==> config.mk <==
export PLATFORM = sky130hd
export DESIGN_NAME = ast_xmit_flat
export DESIGN_NICKNAME = d
export VERILOG_FILES = /design/src/hdl/ast_pkg.sv /design/src/hdl/ast_if.sv /design/src/hdl/ast_buf.sv /design/src/hdl/ast_xmit.sv /design/src/flat_wrapper.sv
export VERILOG_INCLUDE_DIRS = /design/src /design/src/hdl
export SDC_FILE = /design/constraint.sdc
export NUM_CORES = 1
export LEC_CHECK = 0
export ABC_AREA = 1
export BUFFER_PORTS_ARGS = -buffer_cell sky130_fd_sc_hd__buf_2
export CORE_MARGIN = 4
export CORE_UTILIZATION = 30
export DETAILED_ROUTE_END_ITERATION = 10
export PLACE_DENSITY_LB_ADDON = 0.15
export SKIP_CTS_REPAIR_TIMING = 1
export SYNTH_ARGS = -nofsm -noshare
export SYNTH_HDL_FRONTEND = slang
export SYNTH_SLANG_ARGS = --single-unit
==> constraint.sdc <==
create_clock -name clock_i -period 3.1 [get_ports clock_i]
set_clock_uncertainty 0.05 [all_clocks]
set_input_delay 0.62 -clock clock_i [delete_from_list [all_inputs] [get_ports clock_i]]
set_output_delay 0.62 -clock clock_i [all_outputs]
set_load 0.01 [all_outputs]
==> src/hdl/ast_regs.svh <==
// Purpose: Register offsets, field positions and timing counts of the serial transmitter
// Assumes: 9-bit register file address, 8-bit data
// Notes:   Included by the package and by the transmitter
`ifndef AST_REGS_SVH
`define AST_REGS_SVH

// Register file offsets
`define AST_OFS_CORE_IRQ_CONTROL     9'h00B
`define AST_OFS_CORE_IRQ_CONTROL_M1  9'h08B
`define AST_OFS_CORE_IRQ_CONTROL_M2  9'h10B
`define AST_OFS_CORE_IRQ_CONTROL_M3  9'h18B
`define AST_OFS_PERIPH_IRQ_FLAGS     9'h00C
`define AST_OFS_RECEIVE_STATUS_CTRL  9'h018
`define AST_OFS_TRANSMIT_HOLDING     9'h019
`define AST_OFS_PERIPH_IRQ_ENABLES   9'h08C
`define AST_OFS_TRANSMIT_STATUS_CTRL 9'h098
`define AST_OFS_BAUD_DIVISOR         9'h099

// Reset values
`define AST_RST_CORE_IRQ_CONTROL     8'h00
`define AST_RST_PERIPH_IRQ_ENABLES   8'h00
`define AST_RST_RECEIVE_STATUS_CTRL  8'h00
`define AST_RST_TRANSMIT_STATUS_CTRL 8'h02
`define AST_RST_BAUD_DIVISOR         8'h00
`define AST_RST_TRANSMIT_HOLDING     8'h00

// Field positions
`define AST_BIT_GLOBAL_IRQ_ENABLE    7
`define AST_BIT_PERIPH_IRQ_ENABLE    6
`define AST_BIT_TRANSMIT_IRQ         4
`define AST_BIT_SERIAL_PORT_ON       7
`define AST_BIT_NINTH_TX_ENABLE      6
`define AST_BIT_TRANSMIT_ENABLE      5
`define AST_BIT_CLOCKED_MODE         4
`define AST_BIT_HIGH_SPEED_SELECT    2
`define AST_BIT_SHIFT_REG_EMPTY      1
`define AST_BIT_NINTH_BIT_VALUE      0
`define AST_MASK_TRANSMIT_STATUS     8'hF5

// Baud generator: oscillator periods per bit are multiplier times (divisor + 1)
`define AST_MULT_NORMAL_LOG2         4'h6
`define AST_MULT_FAST_LOG2           4'h4
`define AST_BITLEN_W                 15

// Frame lengths in bit periods, start and stop included
`define AST_FRAME_BITS_8             4'hA
`define AST_FRAME_BITS_9             4'hB

`endif

==> src/hdl/ast_pkg.sv <==
// Purpose: Shared types and baud arithmetic for the serial transmitter and its receiver
// Assumes: ast_regs.svh on the include path
// Notes:   Both link ends compute bit periods through the same function
`include "ast_regs.svh"

package ast_pkg;

    typedef logic [`AST_BITLEN_W-1:0] ast_bitlen_t;
    typedef logic [8:0]               ast_word_t;

    // Oscillator periods per bit: 64*(div+1) normal, 16*(div+1) high speed
    function automatic ast_bitlen_t ast_bit_len(input logic [7:0] div, input logic fast);
        ast_bitlen_t base;
        base = ast_bitlen_t'({1'b0, div}) + ast_bitlen_t'(1);
        return fast ? ast_bitlen_t'(base << `AST_MULT_FAST_LOG2)
                    : ast_bitlen_t'(base << `AST_MULT_NORMAL_LOG2);
    endfunction

    function automatic logic [3:0] ast_frame_bits(input logic nine);
        return nine ? `AST_FRAME_BITS_9 : `AST_FRAME_BITS_8;
    endfunction

endpackage

==> src/hdl/ast_if.sv <==
// Purpose: Serial line from transmitter to receiver
// Assumes: Both ends on the same oscillator clock
// Notes:   Line idles high
`timescale 1ns/10ps

interface ast_if;
    logic tx_line;

    modport xmit (output tx_line);
    modport recv (input  tx_line);
endinterface

==> src/hdl/ast_buf.sv <==
// Purpose: Small valid/ready buffer between the holding register and the shifter
// Assumes: DEPTH is a power of two
// Notes:   Flush empties it in one cycle
`timescale 1ns/10ps

module ast_buf #(
    parameter int W     = 9,
    parameter int DEPTH = 2
) (
    // Clock and reset
    input  wire logic         clock_i,
    input  wire logic         sys_rst_i,
    input  wire logic         flush_i,
    // Fill side
    input  wire logic         in_valid_i,
    output logic              in_ready_o,
    input  wire logic [W-1:0] in_data_i,
    // Drain side
    output logic              out_valid_o,
    input  wire logic         out_ready_i,
    output logic [W-1:0]      out_data_o
);
    localparam int AW = (DEPTH > 1) ? $clog2(DEPTH) : 1;

    logic [W-1:0] mem_r [DEPTH];
    logic [AW-1:0] wr_ptr_r;
    logic [AW-1:0] rd_ptr_r;
    logic [AW:0]   count_r;
    wire           push;
    wire           pop;

    assign in_ready_o  = (count_r != (AW+1)'(DEPTH));
    assign out_valid_o = (count_r != '0);
    assign out_data_o  = mem_r[rd_ptr_r];
    assign push        = in_valid_i & in_ready_o;
    assign pop         = out_valid_o & out_ready_i;

    always_ff @(posedge clock_i) begin
        if (sys_rst_i || flush_i) begin
            wr_ptr_r <= '0;
            rd_ptr_r <= '0;
            count_r  <= '0;
        end else begin
            if (push) begin
                wr_ptr_r <= wr_ptr_r + AW'(1);
            end
            if (pop) begin
                rd_ptr_r <= rd_ptr_r + AW'(1);
            end
            count_r <= count_r + (AW+1)'(push) - (AW+1)'(pop);
        end
    end

    always_ff @(posedge clock_i) begin
        if (push) begin
            mem_r[wr_ptr_r] <= in_data_i;
        end
    end
endmodule

==> src/hdl/ast_xmit.sv <==
// Purpose: Asynchronous serial transmitter with its register file
// Assumes: clock_i is the oscillator; strobed register port
// Notes:   Rules listed below
// Function
// RULE1 - Software loads divisor before transmitting
// RULE2 - High-speed select gives faster range
// RULE3 - Normal range: 20 MHz, 129->2404, 32->9470
// RULE4 - Fast range: 20 MHz, 129->9615, 4->250000
// RULE5 - Async needs clocked-mode clear, port on
// RULE6 - Interrupt out only when its enable set
// RULE7 - Ninth-bit enable makes nine data bits
// RULE8 - Software writes ninth bit before data
// RULE9 - Transmit enable also sets interrupt flag
// RULE10 - Holding write starts a frame
// RULE11 - Software sets global and peripheral enables
// RULE12 - Bit period 64 or 16 times divisor+1
// RULE13 - Start low, LSB first, ninth, stop high
`timescale 1ns/10ps
`include "ast_regs.svh"

module ast_xmit (
    // Clock and reset
    input  wire logic       clock_i,
    input  wire logic       sys_rst_i,
    // Register file
    input  wire logic [8:0] reg_addr_i,
    input  wire logic [7:0] reg_wdata_i,
    input  wire logic       reg_wr_i,
    input  wire logic       reg_rd_i,
    output logic [7:0]      reg_rdata_o,
    // Interrupt
    output logic            tx_irq_o,
    // Serial line
    ast_if.xmit             link
);
    typedef enum logic {AST_IDLE, AST_SEND} ast_state_t;

    ////////////////////////////////////////////////////////////////////////////////
    // Register storage
    logic [7:0]           core_irq_control_r;
    logic [7:0]           periph_irq_enables_r;
    logic [7:0]           receive_status_control_r;
    logic [7:0]           transmit_status_control_r;
    logic [7:0]           baud_divisor_r;
    logic [7:0]           transmit_holding_r;
    logic [7:0]           reg_rdata_r;
    logic                 tx_irq_r;

    ast_state_t           state_r;
    ast_pkg::ast_bitlen_t timer_r;
    logic [10:0]          shift_r;
    logic [3:0]           bits_left_r;
    logic                 line_r;

    ////////////////////////////////////////////////////////////////////////////////
    // Decode
    wire sel_core  = (reg_addr_i == `AST_OFS_CORE_IRQ_CONTROL)    || (reg_addr_i == `AST_OFS_CORE_IRQ_CONTROL_M1) ||
                     (reg_addr_i == `AST_OFS_CORE_IRQ_CONTROL_M2) || (reg_addr_i == `AST_OFS_CORE_IRQ_CONTROL_M3);
    wire sel_flags = (reg_addr_i == `AST_OFS_PERIPH_IRQ_FLAGS);
    wire sel_rcsc  = (reg_addr_i == `AST_OFS_RECEIVE_STATUS_CTRL);
    wire sel_hold  = (reg_addr_i == `AST_OFS_TRANSMIT_HOLDING);
    wire sel_ien   = (reg_addr_i == `AST_OFS_PERIPH_IRQ_ENABLES);
    wire sel_tsc   = (reg_addr_i == `AST_OFS_TRANSMIT_STATUS_CTRL);
    wire sel_div   = (reg_addr_i == `AST_OFS_BAUD_DIVISOR);

    wire serial_port_on   = receive_status_control_r[`AST_BIT_SERIAL_PORT_ON];
    wire ninth_tx_enable  = transmit_status_control_r[`AST_BIT_NINTH_TX_ENABLE];
    wire transmit_enable  = transmit_status_control_r[`AST_BIT_TRANSMIT_ENABLE];
    wire clocked_mode     = transmit_status_control_r[`AST_BIT_CLOCKED_MODE];
    wire high_speed_sel   = transmit_status_control_r[`AST_BIT_HIGH_SPEED_SELECT];
    wire ninth_bit_value  = transmit_status_control_r[`AST_BIT_NINTH_BIT_VALUE];
    wire shift_reg_empty  = (state_r == AST_IDLE);

    // Async only with clocked mode off, port on
    wire run = serial_port_on & ~clocked_mode & transmit_enable;  // see RULE5

    ////////////////////////////////////////////////////////////////////////////////
    // Holding buffer
    wire                buf_in_ready;
    wire                buf_out_valid;
    wire                buf_out_ready;
    ast_pkg::ast_word_t buf_out_data;
    wire                hold_write = reg_wr_i & sel_hold;

    ast_buf #(
        .W     (9),
        .DEPTH (2)
    ) i_ast_buf (
        .clock_i     (clock_i),
        .sys_rst_i   (sys_rst_i),
        .flush_i     (~transmit_enable),
        .in_valid_i  (hold_write),
        .in_ready_o  (buf_in_ready),
        .in_data_i   ({ninth_bit_value, reg_wdata_i}),  // see RULE8
        .out_valid_o (buf_out_valid),
        .out_ready_i (buf_out_ready),
        .out_data_o  (buf_out_data)
    );

    // Flag: enabled and buffer has room
    wire transmit_irq_flag = transmit_enable & buf_in_ready;  // see RULE9
    wire irq_nxt = core_irq_control_r[`AST_BIT_GLOBAL_IRQ_ENABLE] &
                   core_irq_control_r[`AST_BIT_PERIPH_IRQ_ENABLE] &
                   periph_irq_enables_r[`AST_BIT_TRANSMIT_IRQ] & transmit_irq_flag;  // see RULE6

    ////////////////////////////////////////////////////////////////////////////////
    // Read mux
    logic [7:0] flags_view;
    logic [7:0] tsc_view;
    logic [7:0] rd_nxt;

    always_comb begin
        flags_view = 8'h00;
        flags_view[`AST_BIT_TRANSMIT_IRQ] = transmit_irq_flag;
        tsc_view = transmit_status_control_r & `AST_MASK_TRANSMIT_STATUS;
        tsc_view[`AST_BIT_SHIFT_REG_EMPTY] = shift_reg_empty;  // see RULE13
    end

    assign rd_nxt = sel_core  ? core_irq_control_r :
                    sel_flags ? flags_view :
                    sel_rcsc  ? receive_status_control_r :
                    sel_hold  ? transmit_holding_r :
                    sel_ien   ? periph_irq_enables_r :
                    sel_tsc   ? tsc_view :
                    sel_div   ? baud_divisor_r : 8'h00;

    ////////////////////////////////////////////////////////////////////////////////
    // Register writes
    always_ff @(posedge clock_i) begin
        if (sys_rst_i) begin
            core_irq_control_r        <= `AST_RST_CORE_IRQ_CONTROL;
            periph_irq_enables_r      <= `AST_RST_PERIPH_IRQ_ENABLES;
            receive_status_control_r  <= `AST_RST_RECEIVE_STATUS_CTRL;
            transmit_status_control_r <= `AST_RST_TRANSMIT_STATUS_CTRL;
            baud_divisor_r            <= `AST_RST_BAUD_DIVISOR;
            transmit_holding_r        <= `AST_RST_TRANSMIT_HOLDING;
            reg_rdata_r               <= 8'h00;
            tx_irq_r                  <= 1'b0;
        end else begin
            if (reg_wr_i && sel_core) begin
                core_irq_control_r <= reg_wdata_i;
            end
            if (reg_wr_i && sel_ien) begin
                periph_irq_enables_r <= reg_wdata_i;
            end
            if (reg_wr_i && sel_rcsc) begin
                receive_status_control_r <= reg_wdata_i;
            end
            if (reg_wr_i && sel_tsc) begin
                transmit_status_control_r <= reg_wdata_i & `AST_MASK_TRANSMIT_STATUS;
            end
            if (reg_wr_i && sel_div) begin
                baud_divisor_r <= reg_wdata_i;
            end
            if (hold_write && transmit_irq_flag) begin
                transmit_holding_r <= reg_wdata_i;
            end
            if (reg_rd_i) begin
                reg_rdata_r <= rd_nxt;
            end
            tx_irq_r <= irq_nxt;
        end
    end

    ////////////////////////////////////////////////////////////////////////////////
    // Shifter
    wire                  bit_len_ld;
    ast_pkg::ast_bitlen_t bit_len;
    wire [10:0]           frame_word;

    assign bit_len       = ast_pkg::ast_bit_len(baud_divisor_r, high_speed_sel);  // see RULE2 RULE3 RULE4 RULE12
    assign buf_out_ready = run & (state_r == AST_IDLE);  // see RULE10
    assign bit_len_ld    = (timer_r == '0);
    // Start low, data LSB first, optional ninth, stop high
    assign frame_word    = ninth_tx_enable ? {1'b1, buf_out_data[8], buf_out_data[7:0], 1'b0}
                                           : {2'b11, buf_out_data[7:0], 1'b0};  // see RULE7 RULE13

    always_ff @(posedge clock_i) begin
        if (sys_rst_i || !run) begin
            state_r     <= AST_IDLE;
            timer_r     <= '0;
            shift_r     <= '1;
            bits_left_r <= '0;
            line_r      <= 1'b1;
        end else begin
            case (state_r)
                AST_IDLE: begin
                    if (buf_out_valid) begin
                        state_r     <= AST_SEND;
                        line_r      <= frame_word[0];
                        shift_r     <= {1'b1, frame_word[10:1]};
                        bits_left_r <= ast_pkg::ast_frame_bits(ninth_tx_enable) - 4'h1;
                        timer_r     <= bit_len - ast_pkg::ast_bitlen_t'(1);
                    end
                end
                AST_SEND: begin
                    if (!bit_len_ld) begin
                        timer_r <= timer_r - ast_pkg::ast_bitlen_t'(1);
                    end else if (bits_left_r == 4'h0) begin
                        state_r <= AST_IDLE;
                    end else begin
                        line_r      <= shift_r[0];
                        shift_r     <= {1'b1, shift_r[10:1]};
                        bits_left_r <= bits_left_r - 4'h1;
                        timer_r     <= bit_len - ast_pkg::ast_bitlen_t'(1);
                    end
                end
                default: state_r <= AST_IDLE;
            endcase
        end
    end

    assign reg_rdata_o  = reg_rdata_r;
    assign tx_irq_o     = tx_irq_r;
    assign link.tx_line = line_r;
endmodule

==> src/flat_wrapper.sv <==
// flat-port wrapper written by rule: the top's interface ports become plain ports
module ast_xmit_flat 
  (clock_i, sys_rst_i, reg_addr_i, reg_wdata_i, reg_wr_i, reg_rd_i, reg_rdata_o, tx_irq_o, link_tx_line);
  ast_if link_i ();
  input  wire logic clock_i;
  input  wire logic sys_rst_i;
  input  wire logic [8:0] reg_addr_i;
  input  wire logic [7:0] reg_wdata_i;
  input  wire logic reg_wr_i;
  input  wire logic reg_rd_i;
  output logic [7:0] reg_rdata_o;
  output logic tx_irq_o;
  output wire logic [$bits(link_i.tx_line)-1:0] link_tx_line;
  assign link_tx_line = link_i.tx_line;
  ast_xmit u_core (.clock_i(clock_i), .sys_rst_i(sys_rst_i), .reg_addr_i(reg_addr_i), .reg_wdata_i(reg_wdata_i), .reg_wr_i(reg_wr_i), .reg_rd_i(reg_rd_i), .reg_rdata_o(reg_rdata_o), .tx_irq_o(tx_irq_o), .link(link_i));
endmodule
==> metrics.csv, run 1 <==
metric,value,unit
Sink Count,108,
vias in the first global route,4496,
DR DRC count,0,
crit path from,reg_addr_i[5],
input/output buffers,30,
Setup-failing EPs final,0,
"Arr. time, crit path",2.48,ns
"Slew Viols, Final",0,
Mapped Cells,733,
leak pwr,2.29,nW
clock root cell,clkbuf_16,
Sequential Power Share,0.541,
Cell Rows,49,
Yosys cell types,41,
TritonRoute pass-1 iters,4,
Slew headroom,0.363,
largest net degree at the start of global routing,38,
Total Power,2.65,mW
GP Congestion,0.863,
Synth Net Count,760,
Core ar.,18100,um2
Final TNS setup,0,ns
worst slew pin tran,0.954,ns
Layout Nets,785,
I/O pin cnt,31,
Peak VDD IR,0.000237,V
worst reg2reg path depth,12,
register area share after synthesis,0.422,
WP data required,3.33,ns
Worst Setup Start Kind,input pin,
RSZ-0062 raised after global routing,false,
WS Path Type,in -> reg,
maxcap violations,0,
Syn-to-layout area delta,11.3,%
Antenna diodes,0,
Vias,4789,
worst reg2reg startpoint,u_core.timer_r[0],
Worst setup EP type,flip-flop,
HP Start,u_core.core_irq_control_r[1],
"Reg clk slew, reported paths",0.08,ns
Initial Util,0.307,
vias per cell,4.83,
worst hold path class,reg -> reg,
"Clk Latency, worst-skew pair",0.36,ns
Comb pwr share,0.037,
syn avg cell area,7.57,um2
GRT Total Usage,0.145,
P_int,2.02,mW
crit path time final,2.25,ns
Hold Path Stages,2,
global-route wire length before repair,23700,um
dpl hpwl,10400,um
Clk pwr share,0.423,
initial antenna violation count,0,
CP max FO,5,
layout cell share with drive strength beyond 1,0.169,
Final ANT Viol Nets,0,
number of CTS-inserted buffers,9,
synth warn,0,
Net Sw Power,630,uW
H-tree lvl count,3,
Sw Share,0.238,
final wirelength,14300,um
synthesized area,5550,um2
CTS tree,done,
die area,20700,um2
Final Hold Vio Count,0,
final worst path period share,0.726,
#FFs+latches synth,108,
outcome,"finished, final reports clean",
Avg WL per Cell,14.4,um
CTS Buffer Depth,2,
GRT overflow,0,
DR iter-0 viols,210,
die height,144,um
Power per Cell Area,428,nW/um2
Die X,144,um
upper clock frequency limit,444,MHz
## layer usage
layer	up-vias	global-route usage	wire length [um]
met4	0	0.0337	175
met1	2203	0.196	6810
met2	79	0.237	6810
li1	2492	-	-
met5	-	0	0
met3	15	0.0311	461
## logic make-up (layout without fill, tap and decap cells)
kind of cell               Yosys count  in the layout  synth area share
and+or+nand+nor                    295            295             0.265
buffers and inverters              130            160            0.0990
AOI/OAI and AO/OA                  186            186             0.188
adders and majority gates            6              6            0.0135
xor gates and xnor gates             8              8            0.0126
DFF                                108            108             0.422
## cells in the final DEF (no fill, tap or decap), types with 16 or more instances in the layout
cell type	n
inv_1	92
nor3_1	17
nand2_1	91
buf_2	30
o21ai_1	16
edfxtp_1	18
a21oi_1	74
o21ai_0	64
nor2_1	78
nand3_1	43
dfxtp_1	90
## through the flow
| stage | hold WS (ns) | area (um2) | setup slack (ns) | cells | utilization |
|---|---|---|---|---|---|
| after global routing | 0.428 | 6180 | 0.726 | 992 | 0.341 |
| after CTS | 0.403 | 6180 | 0.854 | 992 | 0.341 |
| after floorplan | 0.370 | 5550 | 0.830 | 733 | - |
| after detailed placement | 0.388 | 5890 | 0.482 | 976 | 0.326 |
| final | 0.404 | 6180 | 0.850 | 992 | 0.341 |
| after global placement | 0.383 | 5890 | 0.575 | 976 | 0.326 |
## final timing paths
check	end	slack, ns
worst min register to register	u_core.core_irq_control_r[1]	0.40
worst min-delay path	u_core.core_irq_control_r[1]	0.40
worst max-delay path	u_core.i_ast_buf.count_r[1]	0.85
worst max register to register	u_core.timer_r[7]	0.96
## state kept, by name, summed over array words and instances (netlist names), named ones only
name / count
u_core.baud_divisor_r: 8
u_core.bits_left_r: 4
u_core.core_irq_control_r: 8
u_core.i_ast_buf.count_r: 2
u_core.i_ast_buf.mem_r: 18
u_core.i_ast_buf.rd_ptr_r: 1
u_core.i_ast_buf.wr_ptr_r: 1
u_core.link.tx_line: 1
u_core.periph_irq_enables_r: 8
u_core.receive_status_control_r: 8
u_core.reg_rdata_o: 8
u_core.shift_r: 9
u_core.state_r: 1
u_core.timer_r: 15
u_core.transmit_holding_r: 8
u_core.transmit_status_control_r: 6
u_core.tx_irq_o: 1
## cell usage after synthesis
cell	count	area (um2)
o21ai_1	16	80.1
buf_2	4	20.0
inv_1	92	345
nand2_4	4	45.0
clkinv_1	1	3.75
nand4_1	12	75.1
nand4_2	1	12.5
or2_2	2	12.5
buf_4	1	7.51
nor2_1	78	293
nor3_1	17	85.1
nor3_2	1	10.0
nand2_2	13	81.3
nand3b_1	1	7.51
a31oi_1	6	37.5
o211ai_1	3	22.5
a21oi_1	74	370
o21ai_0	64	320
buf_1	1	3.75
o31ai_1	2	15.0
and3_1	1	6.26
a211oi_2	9	113
nand3_2	11	110
a211oi_1	1	7.51
xnor2_1	4	35.0
nor2_8	1	20.0
nand2_1	91	342
a32oi_1	1	8.76
edfxtp_1	18	541
nand3_1	43	215
o22ai_1	8	50.1
dfxtp_1	90	1800
ha_1	6	75.1
inv_2	13	48.8
nor2_4	5	56.3
a21oi_2	2	17.5
clkbuf_1	11	41.3
nor3_4	1	16.3
nor2_2	13	81.3
buf_6	7	78.8
xor2_1	4	35.0
## area by class of cell
cell class,instances,area [um2]
timing repair buffer,38,210
multi-input combinational,495,2660
tap,229,287
sequential,108,2340
clock inverter,6,53.8
fill,1918,11900
clock buffer,10,229
inverter,106,398
## critical path: stages
cell and delay, ns:
buf_2 0.11, inv_2 0.07, nand2_1 0.06, nor3_2 0.29
nand2_2 0.14, nor2_2 0.14, inv_1 0.10, ha_1 0.29
inv_1 0.04, ha_1 0.18, or2_2 0.29, a21oi_1 0.13
## power by group through the flow
stage               logic, mW  clock network (mW)  registers, mW
finish                 0.0968                1.12           1.43
global route            0.109                1.21           1.43
CTS                    0.0974                1.16           1.43
detailed placement     0.0973                   0           1.46
global placement       0.0958                   0           1.46
floorplan              0.0438                   0           1.46
(Power assumes the default switching activity.)
==> run 2, diff against run 1 <==
==> constraint.sdc (replaced) <==
create_clock -name clock_i -period 1.84 [get_ports clock_i]
set_clock_uncertainty 0.05 [all_clocks]
set_input_delay 0.368 -clock clock_i [delete_from_list [all_inputs] [get_ports clock_i]]
set_output_delay 0.368 -clock clock_i [all_outputs]
set_load 0.01 [all_outputs]
==> run 2 against run 1 <==
  * Combinational power increased by 94%
  * Non-clock buffer count grew 45
  * Largest cell class unchanged
  * Critical endpoint unchanged
  * Power grew 74%
  * Register-to-register slack lost 0.88 ns
  * Sequential power rose by 69%
  * Worst hold slack worse by 0.10 ns
  * First-iteration DRC count rose by 18%
==> metrics.csv, run 2 (synthesis gave the netlist of run 1 again) <==
metric,value,unit,change
P_int,3.51,mW,was 2.02 mW
Top Registers,"u_core.i_ast_buf.mem_r x18, u_core.timer_r x15, u_core.shift_r x9",,unchanged
final wirelength,14500,um,"was 14,300 um"
I/O pin cnt,31,,unchanged
Power per Cell Area,688,nW/um2,was 428 nW/um2
Clk pwr share,0.435,,was 0.423
Worst setup EP type,flip-flop,,unchanged
CP max FO,4,,was 5
TritonRoute pass-1 iters,4,,unchanged
dpl hpwl,11000,um,"was 10,400 um"
global-route wire length before repair,23700,um,about the same
WS Path Type,reg -> reg,,was in -> reg
Initial Util,0.307,,unchanged
Comb pwr share,0.041,,was 0.037
die area,20700,um2,unchanged
Final Hold Vio Count,0,,unchanged
Antenna diodes,0,,unchanged
layout cell share with drive strength beyond 1,0.241,,was 0.169
leak pwr,2.55,nW,was 2.29 nW
Sink Count,108,,unchanged
GRT Total Usage,0.144,,was 0.145
Placed Cells incl. Taps,1017,,was 976
"Reg clk slew, reported paths",0.08,ns,about the same
die height,144,um,unchanged
upper clock frequency limit,567,MHz,
Syn-to-layout area delta,20.5,%,was 11.3%
CTS Buffer Depth,2,,unchanged
Largest register FFs,18,,unchanged
FILL cells,1868,,"was 1,918"
"Arr. time, crit path",2.01,ns,was 2.48 ns
worst hold path class,in -> reg,,was reg -> reg
GRT overflow,0,,unchanged
vias per cell,4.81,,was 4.83
Sequential Power Share,0.524,,was 0.541
final std cells w/o fill,1037,,was 992
crit path time final,1.76,ns,
most frequent cells in the layout,"inv_1, nand2_1, dfxtp_1",,unchanged
Setup-failing EPs final,0,,unchanged
GP Congestion,0.882,,was 0.863
DR DRC count,0,,unchanged
Core ar.,18100,um2,unchanged
number of CTS-inserted buffers,9,,unchanged
"most used cell, CP",ha_4,,
worst slew pin tran,0.407,ns,was 0.954 ns
Top delay family on crit path,simple AND/OR/NAND/NOR gates,,unchanged
largest net degree at the start of global routing,23,,was 38
Layout Nets,830,,was 785
maxcap violations,0,,unchanged
H-tree lvl count,3,,unchanged
Worst Setup Start Kind,flip-flop,,was input pin
WP data required,2.08,ns,was 3.33 ns
"Clk Latency, worst-skew pair",0.35,ns,was 0.36 ns
DR iter-0 viols,247,,was 210
Peak VDD IR,0.000468,V,was 0.000237 V
Cell Rows,49,,unchanged
CP Cell Sequence,nor2_4 -> nor2_2 -> inv_1 -> nor2_1 -> buf_4 -> ha_4 -> inv_2 -> ha_4 -> or2_4 -> a21oi_2,,was buf_2 -> inv_2 -> nand2_1 -> nor3_2 -> nand2_2 -> nor2_2 -> inv_1 -> ha_1 -> inv_1 -> ha_1 -> or2_2 -> a21oi_1
input/output buffers,30,,unchanged
Final ANT Viol Nets,0,,unchanged
initial antenna violation count,0,,unchanged
outcome,"finished, final reports clean",,unchanged
Slew headroom,0.728,,was 0.363
Vias,4988,,"was 4,789"
clock root cell,clkbuf_16,,unchanged
CTS tree,done,,unchanged
Buf/Inv on CP,3,,was 4
"Slew Viols, Final",0,,unchanged
Die X,144,um,unchanged
Net Sw Power,1.09,mW,was 630 uW
Sw Share,0.237,,was 0.238
RSZ-0062 raised after global routing,true,,was false
CP max stage delay,0.34,ns,was 0.29 ns
multi-input logic area,2730,um2,was 2660 um2
Avg WL per Cell,14.0,um,was 14.4 um
Reg area,2350,um2,was 2340 um2
Largest Register,u_core.i_ast_buf.mem_r,,unchanged
slowest CP cell,dfxtp_1,,was nor3_2
vias in the first global route,4774,,"was 4,496"
Final TNS setup,0,ns,unchanged
final worst path period share,0.959,,
[run 2: cell count changes in the layout (fill, tap and decap cells not counted), sizes merged]
cell / delta
buf: +45
clkinv: +1
inv: -1
[run 2: power by group through the flow]
stage / clock (mW) / combinational (mW) / sequential [mW]
final: 2.00 / 0.188 / 2.41
after global routing: 2.18 / 0.211 / 2.41
after CTS: 2.08 / 0.191 / 2.41
after detailed placement: 0 / 0.191 / 2.46
after global placement: 0 / 0.186 / 2.46
after floorplan: 0 / 0.0772 / 2.47
[run 2: final timing paths]
check                                     from                           end  slack [ns]  cells past startpoint
setup reg to reg   u_core.i_ast_buf.count_r[0]   u_core.i_ast_buf.count_r[1]        0.08                     10
hold / removal                  reg_wdata_i[0]  u_core.i_ast_buf.mem_r[0][0]        0.30                      1
hold reg to reg   u_core.core_irq_control_r[4]  u_core.core_irq_control_r[4]        0.40                      2
setup / recovery   u_core.i_ast_buf.count_r[0]   u_core.i_ast_buf.count_r[1]        0.08                     10
[run 2: final cells by class]
class                      instances  share of cell area
clock inverter                     6             0.00936
timing repair buffer              83              0.0874
inverter                         106              0.0634
clock buffer                      10              0.0374
multi-input combinational        495               0.409
tap                              229              0.0429
sequential                       108               0.351
[run 2: metrics by stage]
stage / instance area, um2 / power [mW] / worst slack, ns / utilization / hold slack (ns)
floorplan: 5600 / 2.54 / -0.0768 / - / 0.370
global placement: 6270 / 2.65 / -0.119 / 0.346 / 0.385
detailed placement: 6270 / 2.65 / -0.178 / 0.346 / 0.388
CTS: 6580 / 4.68 / -0.0476 / 0.364 / 0.294
global route: 6690 / 4.80 / -0.0349 / 0.370 / 0.295
finish: 6690 / 4.60 / 0.0758 / 0.370 / 0.300
[run 2: worst register-to-register path, delay by kind of cell, from the launching register on]
| kind | cells | cell delay (ns) |
|---|---|---|
| compound gates | 1 | 0.13 |
| fa+ha+maj | 2 | 0.40 |
| buf+inv | 3 | 0.30 |
| flops | 1 | 0.34 |
| simple gates | 4 | 0.49 |
[run 2: per-layer routing]
layer,vias to the layer above,share of wire,GRT usage,wire length [um]
li1,2582,-,-,-
met1,2298,0.46,0.193,6710
met2,94,0.48,0.232,6920
met3,14,0.048,0.0337,698
met4,0,0.011,0.0401,165
met5,-,0,0,0
